**src/shared/ttcrb_pkg.sv**
```systemverilog
// Constants, register map and mode decode for the 16-bit capture/reload timer
package ttcrb_pkg;

	// ----------------------------------------------------------------
	// Register addresses
	// ----------------------------------------------------------------
	localparam logic [7:0] ADDR_CTRL   = 8'hC8; // counter_control_register
	localparam logic [7:0] ADDR_MODE   = 8'hC9; // counter_mode_register
	localparam logic [7:0] ADDR_RLD_LO = 8'hCA; // reload_low_byte
	localparam logic [7:0] ADDR_RLD_HI = 8'hCB; // reload_high_byte
	localparam logic [7:0] ADDR_CNT_LO = 8'hCC; // counter_low_byte
	localparam logic [7:0] ADDR_CNT_HI = 8'hCD; // counter_high_byte

	// ----------------------------------------------------------------
	// Control register fields
	// ----------------------------------------------------------------
	localparam int CTRL_OVF    = 7; // overflow_flag
	localparam int CTRL_EXT    = 6; // external_event_flag
	localparam int CTRL_RXSEL  = 5; // receive clock select
	localparam int CTRL_TXSEL  = 4; // transmit_clock_select
	localparam int CTRL_EXEN   = 3; // external_trigger_enable
	localparam int CTRL_RUN    = 2; // run_bit
	localparam int CTRL_CNTSEL = 1; // counter_timer_select
	localparam int CTRL_CAPSEL = 0; // capture_reload_select
	localparam int MODE_OE     = 1; // clock_output_enable
	localparam int MODE_DOWN_COUNT_ENABLE   = 0; // down_count_enable

	// ----------------------------------------------------------------
	// Reset values
	// ----------------------------------------------------------------
	localparam logic [7:0]  CTRL_RESET = 8'h00;
	localparam logic [1:0]  MODE_RESET = 2'h0;
	localparam logic [15:0] WORD_RESET = 16'h0000;
	localparam logic [7:0]  READ_NONE  = 8'h00;
	localparam logic [5:0]  MODE_PAD   = 6'h00;
	localparam logic        PIN_IDLE   = 1'b1;

	// ----------------------------------------------------------------
	// Counter limits
	// ----------------------------------------------------------------
	localparam logic [15:0] CNT_MAX  = 16'hFFFF;
	localparam logic [15:0] CNT_ZERO = 16'h0000;
	localparam logic [15:0] CNT_ONE  = 16'h0001;

	// ----------------------------------------------------------------
	// Timing: clock is the oscillator, one machine cycle is 12 periods
	// ----------------------------------------------------------------
	localparam int CLK_PERIOD_NS = 100;
	localparam int MC_NS         = 1200;
	localparam int MC_CYCLES     = MC_NS / CLK_PERIOD_NS;
	localparam int PH_W          = 4;
	localparam logic [PH_W-1:0] PH_LAST   = PH_W'(MC_CYCLES - 1);
	localparam logic [PH_W-1:0] PH_ZERO   = 4'h0;
	localparam logic [PH_W-1:0] PH_ONE    = 4'h1;
	localparam logic [PH_W-1:0] PH_UPDATE = 4'h4; // update_phase
	localparam logic [PH_W-1:0] PH_SAMPLE = 4'h9; // sample_phase

	// ----------------------------------------------------------------
	// Operating modes
	// ----------------------------------------------------------------
	typedef enum logic [1:0] {
		MD_OFF,
		MD_CAPTURE,
		MD_RELOAD,
		MD_BAUD
	} ttcrb_mode_t;

	// Mode from the control register
	function automatic ttcrb_mode_t mode_of(input logic [7:0] ctrl);
		ttcrb_mode_t m;
		m = MD_OFF;
		if (!ctrl[CTRL_RUN]) begin
			m = MD_OFF;
		end else if (ctrl[CTRL_RXSEL] | ctrl[CTRL_TXSEL]) begin
			m = MD_BAUD;
		end else if (ctrl[CTRL_CAPSEL]) begin
			m = MD_CAPTURE;
		end else begin
			m = MD_RELOAD;
		end
		return m;
	endfunction

endpackage

```
**src/rtl/ttcrb_phase.sv**
```systemverilog
// Machine-cycle phase generator: twelve clock phases, state-time ticks
`timescale 1ns/1ps
module ttcrb_phase (
	input  wire logic                         clk,
	input  wire logic                         rst_n,
	input  wire logic                         ce,
	output logic [ttcrb_pkg::PH_W-1:0]        phase,
	output logic                              st_tick
);

	logic [ttcrb_pkg::PH_W-1:0] phase_r;

	// ----------------------------------------------------------------
	// Phase counter
	// ----------------------------------------------------------------
	// Wraps after the last phase of the machine cycle
	always_ff @(posedge clk or negedge rst_n) begin
		if (!rst_n) begin
			phase_r <= ttcrb_pkg::PH_ZERO;
		end else if (ce) begin
			if (phase_r == ttcrb_pkg::PH_LAST) begin
				phase_r <= ttcrb_pkg::PH_ZERO;
			end else begin
				phase_r <= phase_r + ttcrb_pkg::PH_ONE;
			end
		end
	end

	// Tick at the first clock of each two-clock state time
	assign phase   = phase_r;
	assign st_tick = ce & ~phase_r[0];

endmodule

```
**src/rtl/ttcrb_top.sv**
```systemverilog
// 16-bit timer/counter with capture, auto-reload, baud and clock-out modes
//
// What this block does
// - 16-bit counter, timer or event counting selectable
// - Run bit, clock selects, capture select pick mode
// - Timer function counts once per machine cycle
// - Count pin sampled each cycle, falling edge counts
// - Capture mode overflow always sets overflow flag
// - Trigger fall captures counter, sets external flag
// - Down-count enable cleared at reset
// - Up-count overflow sets flag, reloads counter
// - Trigger fall reloads counter, sets external flag
// - Trigger high with down enable counts up
// - Trigger low counts down, underflow loads FFFF
// - External flag toggles on wrap, no interrupt
// - Auto-reload lets both flags request interrupt
// - Baud timer counts every state time
// - Baud rollover reloads from reload registers
// - Baud rollover silent; trigger sets flag only
// - Clock-out drives half-duty clock on port pin
// - Clock-out period follows reload value
// - Clock-out rollovers silent, may run with baud
// - Receive and transmit clocks selected independently
// - Overflow flag never set by baud mode
// - Serial clock uses this counter or other timer
// - Interrupt request is OR of both flags, external flag masked while down-count is enabled
//
// Our own choices: the address map and the strobed register port.
`timescale 1ns/1ps
module ttcrb_top (
	input  wire logic       CLK,
	input  wire logic       RST_N,
	input  wire logic       CE,
	input  wire logic [7:0] ADDR,
	input  wire logic [7:0] WDATA,
	input  wire logic       WR,
	input  wire logic       RD,
	output logic      [7:0] RDATA,
	input  wire logic       PORT_PIN_I,
	output logic            PORT_PIN_O,
	output logic            PORT_PIN_OE_N,
	input  wire logic       TRIG_PIN,
	input  wire logic       TIMER1_OVF,
	output logic            RX_BAUD_CLK,
	output logic            TX_BAUD_CLK,
	output logic            INT_REQ
);

	// ----------------------------------------------------------------
	// Declarations
	// ----------------------------------------------------------------
	logic [7:0]                  ctrl_r;
	logic [1:0]                  mode_r;
	logic [15:0]                 rld_r;
	logic [15:0]                 cnt_r;
	logic [15:0]                 cnt_nxt;
	logic [7:0]                  rdata_r;
	logic                        rx_clk_r;
	logic                        tx_clk_r;
	logic                        irq_r;
	logic                        pin_out_r;
	logic                        pin_oe_n_r;
	logic [1:0]                  pin_raw;
	logic [1:0]                  sync1_r;
	logic [1:0]                  sync2_r;
	logic                        cnt_smp_r;
	logic                        cnt_fall_r;
	logic                        trg_smp_r;
	logic                        trg_fall_r;
	logic [ttcrb_pkg::PH_W-1:0]  phase;
	logic                        st_tick;
	ttcrb_pkg::ttcrb_mode_t      md;
	logic                        run;
	logic                        baud;
	logic                        cntsel;
	logic                        down_count_enable;
	logic                        clkout;
	logic                        fast;
	logic                        reload_mode;
	logic                        capture_mode;
	logic                        updown;
	logic                        count_down;
	logic                        upd_slot;
	logic                        cnt_evt;
	logic                        step;
	logic                        ovf;
	logic                        unf;
	logic                        ex_evt;
	logic                        trig_reload;
	logic                        cap_evt;
	logic                        tf_set;
	logic                        ex_tog;
	logic                        bd_pulse;
	logic                        wr_ctrl;
	logic                        wr_mode;
	logic                        wr_rlo;
	logic                        wr_rhi;
	logic                        wr_clo;
	logic                        wr_chi;
	logic                        post_rst_r;

	// ----------------------------------------------------------------
	// Phase generator
	// ----------------------------------------------------------------
	ttcrb_phase u_phase (
		.clk     (CLK),
		.rst_n   (RST_N),
		.ce      (CE),
		.phase   (phase),
		.st_tick (st_tick)
	);

	// ----------------------------------------------------------------
	// Pin synchronisers
	// ----------------------------------------------------------------
	// Count pin on bit 0, trigger pin on bit 1
	assign pin_raw = {TRIG_PIN, PORT_PIN_I};

	generate
		for (genvar i = 0; i < 2; i++) begin : g_sync
			// Two flops before any logic reads the pin
			always_ff @(posedge CLK or negedge RST_N) begin
				if (!RST_N) begin
					sync1_r[i] <= 1'b0;
					sync2_r[i] <= 1'b0;
				end else if (CE) begin
					sync1_r[i] <= pin_raw[i];
					sync2_r[i] <= sync1_r[i];
				end
			end
		end
	endgenerate

	// ----------------------------------------------------------------
	// Edge sampling at the sample phase
	// ----------------------------------------------------------------
	// High in one sample and low in the next marks a falling edge
	always_ff @(posedge CLK or negedge RST_N) begin
		if (!RST_N) begin
			cnt_smp_r  <= 1'b0;
			cnt_fall_r <= 1'b0;
			trg_smp_r  <= 1'b0;
			trg_fall_r <= 1'b0;
		end else if (CE && phase == ttcrb_pkg::PH_SAMPLE) begin
			cnt_smp_r  <= sync2_r[0];
			cnt_fall_r <= cnt_smp_r & ~sync2_r[0];
			trg_smp_r  <= sync2_r[1];
			trg_fall_r <= trg_smp_r & ~sync2_r[1];
		end
	end

	// ----------------------------------------------------------------
	// Mode decode
	// ----------------------------------------------------------------
	// Mode selection and counting source
	assign md      = ttcrb_pkg::mode_of(ctrl_r);
	assign run     = ctrl_r[ttcrb_pkg::CTRL_RUN];
	assign baud    = ctrl_r[ttcrb_pkg::CTRL_RXSEL] |
	                 ctrl_r[ttcrb_pkg::CTRL_TXSEL];
	assign cntsel  = ctrl_r[ttcrb_pkg::CTRL_CNTSEL];
	assign down_count_enable    = mode_r[ttcrb_pkg::MODE_DOWN_COUNT_ENABLE];
	assign clkout  = mode_r[ttcrb_pkg::MODE_OE] & ~cntsel;
	assign fast    = (baud | clkout) & ~cntsel;
	assign reload_mode  = (md == ttcrb_pkg::MD_BAUD) |
	                      (md == ttcrb_pkg::MD_RELOAD) |
	                      ((md == ttcrb_pkg::MD_CAPTURE) & clkout);
	assign capture_mode = (md == ttcrb_pkg::MD_CAPTURE) & ~clkout;
	assign updown       = (md == ttcrb_pkg::MD_RELOAD) & down_count_enable & ~clkout;
	assign count_down   = updown & ~sync2_r[1];

	// ----------------------------------------------------------------
	// Count step and events
	// ----------------------------------------------------------------
	// One step per machine cycle, per state time, or per pin edge
	assign upd_slot = CE & (phase == ttcrb_pkg::PH_UPDATE);
	assign cnt_evt  = upd_slot & cnt_fall_r;
	assign step     = run & (cntsel ? cnt_evt :
	                  (fast ? st_tick : upd_slot));
	assign ovf      = step & ~count_down & (cnt_r == ttcrb_pkg::CNT_MAX);
	assign unf      = step & count_down & (cnt_r == rld_r);

	// Trigger edge is ignored while it steers the count direction
	assign ex_evt      = run & upd_slot & trg_fall_r & ~updown &
	                     ctrl_r[ttcrb_pkg::CTRL_EXEN];
	assign trig_reload = ex_evt & (md == ttcrb_pkg::MD_RELOAD) &
	                     ~clkout;
	assign cap_evt     = ex_evt & capture_mode;

	// Flag events; baud and clock-out rollovers stay silent
	assign tf_set   = (ovf | unf) & ~baud & ~clkout;
	assign ex_tog   = updown & (ovf | unf);
	assign bd_pulse = ovf & baud;

	// ----------------------------------------------------------------
	// Next counter value
	// ----------------------------------------------------------------
	// Overflow reload takes priority, so a coincident trigger reloads once
	always_comb begin
		cnt_nxt = cnt_r;
		if (ovf) begin
			cnt_nxt = reload_mode ? rld_r : ttcrb_pkg::CNT_ZERO;
		end else if (unf) begin
			cnt_nxt = ttcrb_pkg::CNT_MAX;
		end else if (trig_reload) begin
			cnt_nxt = rld_r;
		end else if (step) begin
			if (count_down) begin
				cnt_nxt = cnt_r - ttcrb_pkg::CNT_ONE;
			end else begin
				cnt_nxt = cnt_r + ttcrb_pkg::CNT_ONE;
			end
		end
	end

	// ----------------------------------------------------------------
	// Register write decode
	// ----------------------------------------------------------------
	assign wr_ctrl = CE & WR & (ADDR == ttcrb_pkg::ADDR_CTRL);
	assign wr_mode = CE & WR & (ADDR == ttcrb_pkg::ADDR_MODE);
	assign wr_rlo  = CE & WR & (ADDR == ttcrb_pkg::ADDR_RLD_LO);
	assign wr_rhi  = CE & WR & (ADDR == ttcrb_pkg::ADDR_RLD_HI);
	assign wr_clo  = CE & WR & (ADDR == ttcrb_pkg::ADDR_CNT_LO);
	assign wr_chi  = CE & WR & (ADDR == ttcrb_pkg::ADDR_CNT_HI);

	// ----------------------------------------------------------------
	// Control register and flags
	// ----------------------------------------------------------------
	// Hardware flag events win over a software write in the same cycle
	always_ff @(posedge CLK or negedge RST_N) begin
		if (!RST_N) begin
			ctrl_r <= ttcrb_pkg::CTRL_RESET;
		end else if (CE) begin
			if (wr_ctrl) begin
				ctrl_r <= WDATA;
			end
			if (tf_set) begin
				ctrl_r[ttcrb_pkg::CTRL_OVF] <= 1'b1;
			end
			if (ex_evt) begin
				ctrl_r[ttcrb_pkg::CTRL_EXT] <= 1'b1;
			end else if (ex_tog) begin
				ctrl_r[ttcrb_pkg::CTRL_EXT] <=
					~ctrl_r[ttcrb_pkg::CTRL_EXT];
			end
		end
	end

	// Mode register; down-count starts disabled
	always_ff @(posedge CLK or negedge RST_N) begin
		if (!RST_N) begin
			mode_r <= ttcrb_pkg::MODE_RESET;
		end else if (wr_mode) begin
			mode_r <= WDATA[1:0];
		end
	end

	// ----------------------------------------------------------------
	// Reload/capture and counter registers
	// ----------------------------------------------------------------
	// Capture copies both counter bytes; it wins over a write
	always_ff @(posedge CLK or negedge RST_N) begin
		if (!RST_N) begin
			rld_r <= ttcrb_pkg::WORD_RESET;
		end else if (cap_evt) begin
			rld_r <= cnt_r;
		end else if (wr_rlo) begin
			rld_r[7:0] <= WDATA;
		end else if (wr_rhi) begin
			rld_r[15:8] <= WDATA;
		end
	end

	// A software byte write replaces its byte; the other byte still takes the count step
	always_ff @(posedge CLK or negedge RST_N) begin
		if (!RST_N) begin
			cnt_r <= ttcrb_pkg::WORD_RESET;
		end else if (CE) begin
			if (wr_clo) begin
				cnt_r <= {cnt_nxt[15:8], WDATA};
			end else if (wr_chi) begin
				cnt_r <= {WDATA, cnt_nxt[7:0]};
			end else begin
				cnt_r <= cnt_nxt;
			end
		end
	end

	// ----------------------------------------------------------------
	// Register read port
	// ----------------------------------------------------------------
	// Read data stand in the cycle after the strobe only
	always_ff @(posedge CLK or negedge RST_N) begin
		if (!RST_N) begin
			rdata_r <= ttcrb_pkg::READ_NONE;
		end else if (CE) begin
			if (!RD) begin
				rdata_r <= ttcrb_pkg::READ_NONE;
			end else if (ADDR == ttcrb_pkg::ADDR_CTRL) begin
				rdata_r <= ctrl_r;
			end else if (ADDR == ttcrb_pkg::ADDR_MODE) begin
				rdata_r <= {ttcrb_pkg::MODE_PAD, mode_r};
			end else if (ADDR == ttcrb_pkg::ADDR_RLD_LO) begin
				rdata_r <= rld_r[7:0];
			end else if (ADDR == ttcrb_pkg::ADDR_RLD_HI) begin
				rdata_r <= rld_r[15:8];
			end else if (ADDR == ttcrb_pkg::ADDR_CNT_LO) begin
				rdata_r <= cnt_r[7:0];
			end else if (ADDR == ttcrb_pkg::ADDR_CNT_HI) begin
				rdata_r <= cnt_r[15:8];
			end else begin
				rdata_r <= ttcrb_pkg::READ_NONE;
			end
		end
	end

	// ----------------------------------------------------------------
	// Serial clocks, clock-out pin and interrupt request
	// ----------------------------------------------------------------
	// Each direction picks its own overflow source
	always_ff @(posedge CLK or negedge RST_N) begin
		if (!RST_N) begin
			rx_clk_r <= 1'b0;
			tx_clk_r <= 1'b0;
		end else if (CE) begin
			rx_clk_r <= ctrl_r[ttcrb_pkg::CTRL_RXSEL] ?
			            bd_pulse : TIMER1_OVF;
			tx_clk_r <= ctrl_r[ttcrb_pkg::CTRL_TXSEL] ?
			            bd_pulse : TIMER1_OVF;
		end
	end

	// Toggle on every rollover gives a half-duty clock
	always_ff @(posedge CLK or negedge RST_N) begin
		if (!RST_N) begin
			pin_out_r  <= ttcrb_pkg::PIN_IDLE;
			pin_oe_n_r <= 1'b1;
		end else if (CE) begin
			pin_oe_n_r <= ~clkout;
			if (!clkout) begin
				pin_out_r <= ttcrb_pkg::PIN_IDLE;
			end else if (ovf) begin
				pin_out_r <= ~pin_out_r;
			end
		end
	end

	// External flag does not request while down-count is enabled
	always_ff @(posedge CLK or negedge RST_N) begin
		if (!RST_N) begin
			irq_r <= 1'b0;
		end else if (CE) begin
			irq_r <= ctrl_r[ttcrb_pkg::CTRL_OVF] |
			         (ctrl_r[ttcrb_pkg::CTRL_EXT] & ~down_count_enable);
		end
	end

	assign RDATA         = rdata_r;
	assign RX_BAUD_CLK   = rx_clk_r;
	assign TX_BAUD_CLK   = tx_clk_r;
	assign PORT_PIN_O    = pin_out_r;
	assign PORT_PIN_OE_N = pin_oe_n_r;
	assign INT_REQ       = irq_r;

	// ----------------------------------------------------------------
	// Assertions
	// ----------------------------------------------------------------
	// Marks the cycles after the first edge out of reset
	always_ff @(posedge CLK or negedge RST_N) begin
		if (!RST_N) begin
			post_rst_r <= 1'b0;
		end else begin
			post_rst_r <= 1'b1;
		end
	end
endmodule

```
**config.mk**
```make
export PLATFORM = sky130hd
export DESIGN_NAME = ttcrb_top
export DESIGN_NICKNAME = d
export VERILOG_FILES = /design/src/shared/ttcrb_pkg.sv /design/src/rtl/ttcrb_phase.sv /design/src/rtl/ttcrb_top.sv
export SDC_FILE = /design/constraint.sdc
export NUM_CORES = 1
export LEC_CHECK = 0
export BUFFER_PORTS_ARGS = -buffer_cell sky130_fd_sc_hd__buf_2
export CAP_MARGIN = 20
export CORE_ASPECT_RATIO = 0.8
export CORE_MARGIN = 3
export CORE_UTILIZATION = 35
export CTS_BUF_LIST = sky130_fd_sc_hd__clkbuf_4 sky130_fd_sc_hd__clkbuf_8
export DETAILED_ROUTE_END_ITERATION = 8
export PLACE_DENSITY = 0.6
export REMOVE_ABC_BUFFERS = 1
export SLEW_MARGIN = 20
export SYNTH_ARGS = -nofsm -noshare
export SYNTH_HDL_FRONTEND = slang
export SYNTH_SLANG_ARGS = --single-unit
export TNS_END_PERCENT = 50
```
**constraint.sdc**
```tcl
create_clock -name CLK -period 3.9 [get_ports CLK]
set_input_delay 0.195 -clock CLK [delete_from_list [all_inputs] [get_ports CLK]]
set_output_delay 0.195 -clock CLK [all_outputs]
set_load 0.05 [all_outputs]
```
==> qor.csv <==
stage,metric,value,unit
power_and_ir_drop,seqPwrFrac,47.7,%
place,place_area,4970,um^2
timing,finalSetupViolations,0,
synth,synth_edf_count,0,
die,coreArea,13100,um^2
power_and_ir_drop,power_density,342,nW/um^2
drt,post-route-drc-count,0,
timing,fin_crit_sh,80.5,%
cells_and_area,stdcell_count,713,
setup_path,timing.rr.end,cnt_r[14],
synth,synth.avg_cell_area,9.14,um^2
timing,drv_slew,0,
drt,firstDrtPassIters,5,
grt,antenna_found_initial,0,
synth,ys_types,75,
clock_tree,clkSinkCount,67,
timing,timing.final.ws_setup,0.761,ns
power_and_ir_drop,finalPower,1.77,mW
timing,slew_headroom,35.8,%
die,start_util,36.4,%
timing,hold_violations,0,
synth,synth_top_flop_cell,dfrtp_1,
setup_path,worst_ep_arrival_time,3.39,ns
cells_and_area,regArea,1680,um^2
cells_and_area,final_common_cell,dfrtp_1,
synth,syn_inst,520,
place,post-dp-hpwl,12000,um
drt,dr_total_vias,4388,
synth,yosys_warnings,0,
setup_path,required,4.15,ns
timing,fmax,319,MHz
clock_tree,clk_latency,0.36,ns
grt,grt_first_pass_wirelength,25100,um
synth,synthAdderAreaFrac,1.05,%
setup_path,cp_max_fo,11,
power_and_ir_drop,p_int,1.17,mW
cells_and_area,final_area,5170,um^2
power_and_ir_drop,p_leak,2.12,nW
clock_tree,path_clk_slew,0.09,ns
die,dieArea,15000,um^2
power_and_ir_drop,power_frac_comb,17.5,%
synth,synth_compound_gate_area_share,20.9,%
setup_path,worstRegToRegCells,11,
status,status,"finished, final reports clean",
setup_path,r2r-start,ctrl_r[4],
drt,drt_iter0_drc,502,
synth,yosys.area_share.simple,22.8,%
cells_and_area,multiInputGateArea,2850,um^2
cells_and_area,areaGrowthSynthToFinish,8.79,%
power_and_ir_drop,switching_share,33.6,%
clock_tree,htree_levels,3,
cells_and_area,nNetsFinal,561,
timing,finalClockSkew,0.00853,ns
cells_and_area,layout_common_cells,"dfrtp_1, nand2_1, buf_2",
cells_and_area,antenna-diode-count,0,
die,die_y,110,um
synth,syn-cell-area,4750,um^2
timing,tightest_slew,0.956,ns
clock_tree,cts_tree,built,
grt,grt.total_usage,22.4,%
place,dp.cells,697,
clock_tree,numCtsBuffers,9,
timing,period_needed,3.14,ns
clock_tree,cts_root_buffer,clkbuf_8,
drt,post_drt_wl_per_cell,22.8,um
timing,finalSetupTns,0,ns
die,die_w,136,um
clock_tree,clockBufferDepth,2,
cells_and_area,final_util,39.6,%
synth,yosys.area_share.xor_xnor,5.34,%
grt,first_global_vias,4244,
synth,muxShareOfSynthArea,9.74,%
grt,grt_overflow_total,0,
place,place_congestion,0.971,
setup_path,cp-end-kind,flop,
die,io_pins,37,
clock_tree,cts_hold_buffers,0,
setup_path,start_kind,flop,
setup_path,worst-setup-path-type,flop to flop,
job,maxCapViolCount,0,
timing,hold-worst-slack,0.0258,ns
synth,synth-seq-cells,67,
cells_and_area,drive_above_1_share,19.1,%
grt,grt_start_max_net_pins,68,
cells_and_area,fillers,1355,
timing,rsz0062_at_grt,no,
power_and_ir_drop,p_sw,0.595,mW
place,place_worst_setup_slack,0.821,ns
synth,yosysSeqAreaShare,35.3,%
synth,async_reset_ff_share,100,%
place,port_buffers,36,
drt,totalWireLength,16300,um
die,std_cell_rows,37,
clock_tree,cts_resized,0,
drt,ant_nets,0,
power_and_ir_drop,clock_power_share,34.8,%
min_path,hold_class,input pin to asynchronous set/reset pin,
power_and_ir_drop,vdd_drop_max,0.210,mV
synth,synth_top_family_by_area,simple AND/OR/NAND/NOR gates,
setup_path,ff2ff_setup_slack,0.76,ns
drt,via_per_inst,6.15,
clock_tree,post_cts_buffers,0,
-- cells by family after synthesis --
kind of cell,after synthesis
muxes,44
buffers and inverters,44
and+or+nand+nor,191
adders and majority gates,4
xor gates and xnor gates,29
DFF,67
AOI/OAI and AO/OA,141
-- worst max-delay path by stage --
| stage | startpoint | to | cells past startpoint |
|---|---|---|---|
| 2_1_floorplan | ctrl_r[4] | cnt_r[14] | 11 |
| 3_3_place_gp | ctrl_r[4] | cnt_r[14] | 11 |
| 3_5_place_dp | ctrl_r[4] | cnt_r[14] | 11 |
| 4_1_cts | ctrl_r[4] | cnt_r[14] | 11 |
| 5_1_grt | ctrl_r[4] | cnt_r[14] | 11 |
| 6_report | ctrl_r[4] | cnt_r[14] | 11 |
-- cell type report --
class                      instances  area share, %
multi-input combinational        409           55.0
timing repair buffer              39           3.92
clock buffer                       9           2.39
tap                              175           4.23
inverter                           7          0.508
clock inverter                     7           1.48
sequential                        67           32.5
-- flip-flops by register name, summed over array words and instances, names as in the netlist, 2 cells and up --
signal         flops
cnt_r             16
rld_r             16
RDATA              8
ctrl_r             8
u_phase.phase      4
mode_r             2
sync1_r            2
sync2_r            2
-- synth_stat cells, types with 5 or more instances --
master	n	area share, %
dfrtp_1	65	34
nand4_1	6	0.79
a22oi_1	7	1.1
nor4_1	6	0.79
nor3_1	15	1.6
nor3_2	6	1.3
o21ai_1	7	0.74
or4_1	5	0.79
xor2_1	15	2.8
a211oi_1	6	0.95
nor2_1	33	2.6
and4_1	5	0.92
nand2_1	52	4.1
buf_6	7	1.7
inv_1	7	0.55
o21ai_0	31	3.3
xnor2_1	14	2.6
mux2i_1	26	5.5
buf_2	10	1.1
or3_1	6	0.79
a21oi_1	35	3.7
nand3_1	15	1.6
nand2b_1	5	0.66
o2bb2ai_1	6	1.1
a221oi_1	6	1.1
clkbuf_1	16	1.3
mux2_2	18	4.3
-- power by group through the flow --
stage | registers (mW) | clock network [mW] | logic (mW)
finish | 0.845 | 0.616 | 0.309
global route | 0.854 | 0.662 | 0.340
CTS | 0.841 | 0.624 | 0.309
detailed placement | 0.855 | 0 | 0.307
global placement | 0.851 | 0 | 0.300
floorplan | 0.840 | 0 | 0.183
-- routing by layer --
metal	global-route usage, %	vias up	routed length, um
met1	32.3	2165	7340
met3	6.49	37	1730
met4	6.40	2	369
li1	-	1964	-
met5	3.47	-	65
met2	32.3	220	6780
-- critical path: stages, from the launching register on --
cell     delay (ns)
dfrtp_1        0.44
nor2_2         0.33
nand3_2        0.32
xnor2_1        0.22
ha_1           0.25
nor2_1         0.15
nand3_1        0.17
nor3_1         0.29
a31oi_1        0.14
or4b_1         0.48
mux2i_1        0.16
o21ai_1        0.07
(Power assumes the default switching activity.)
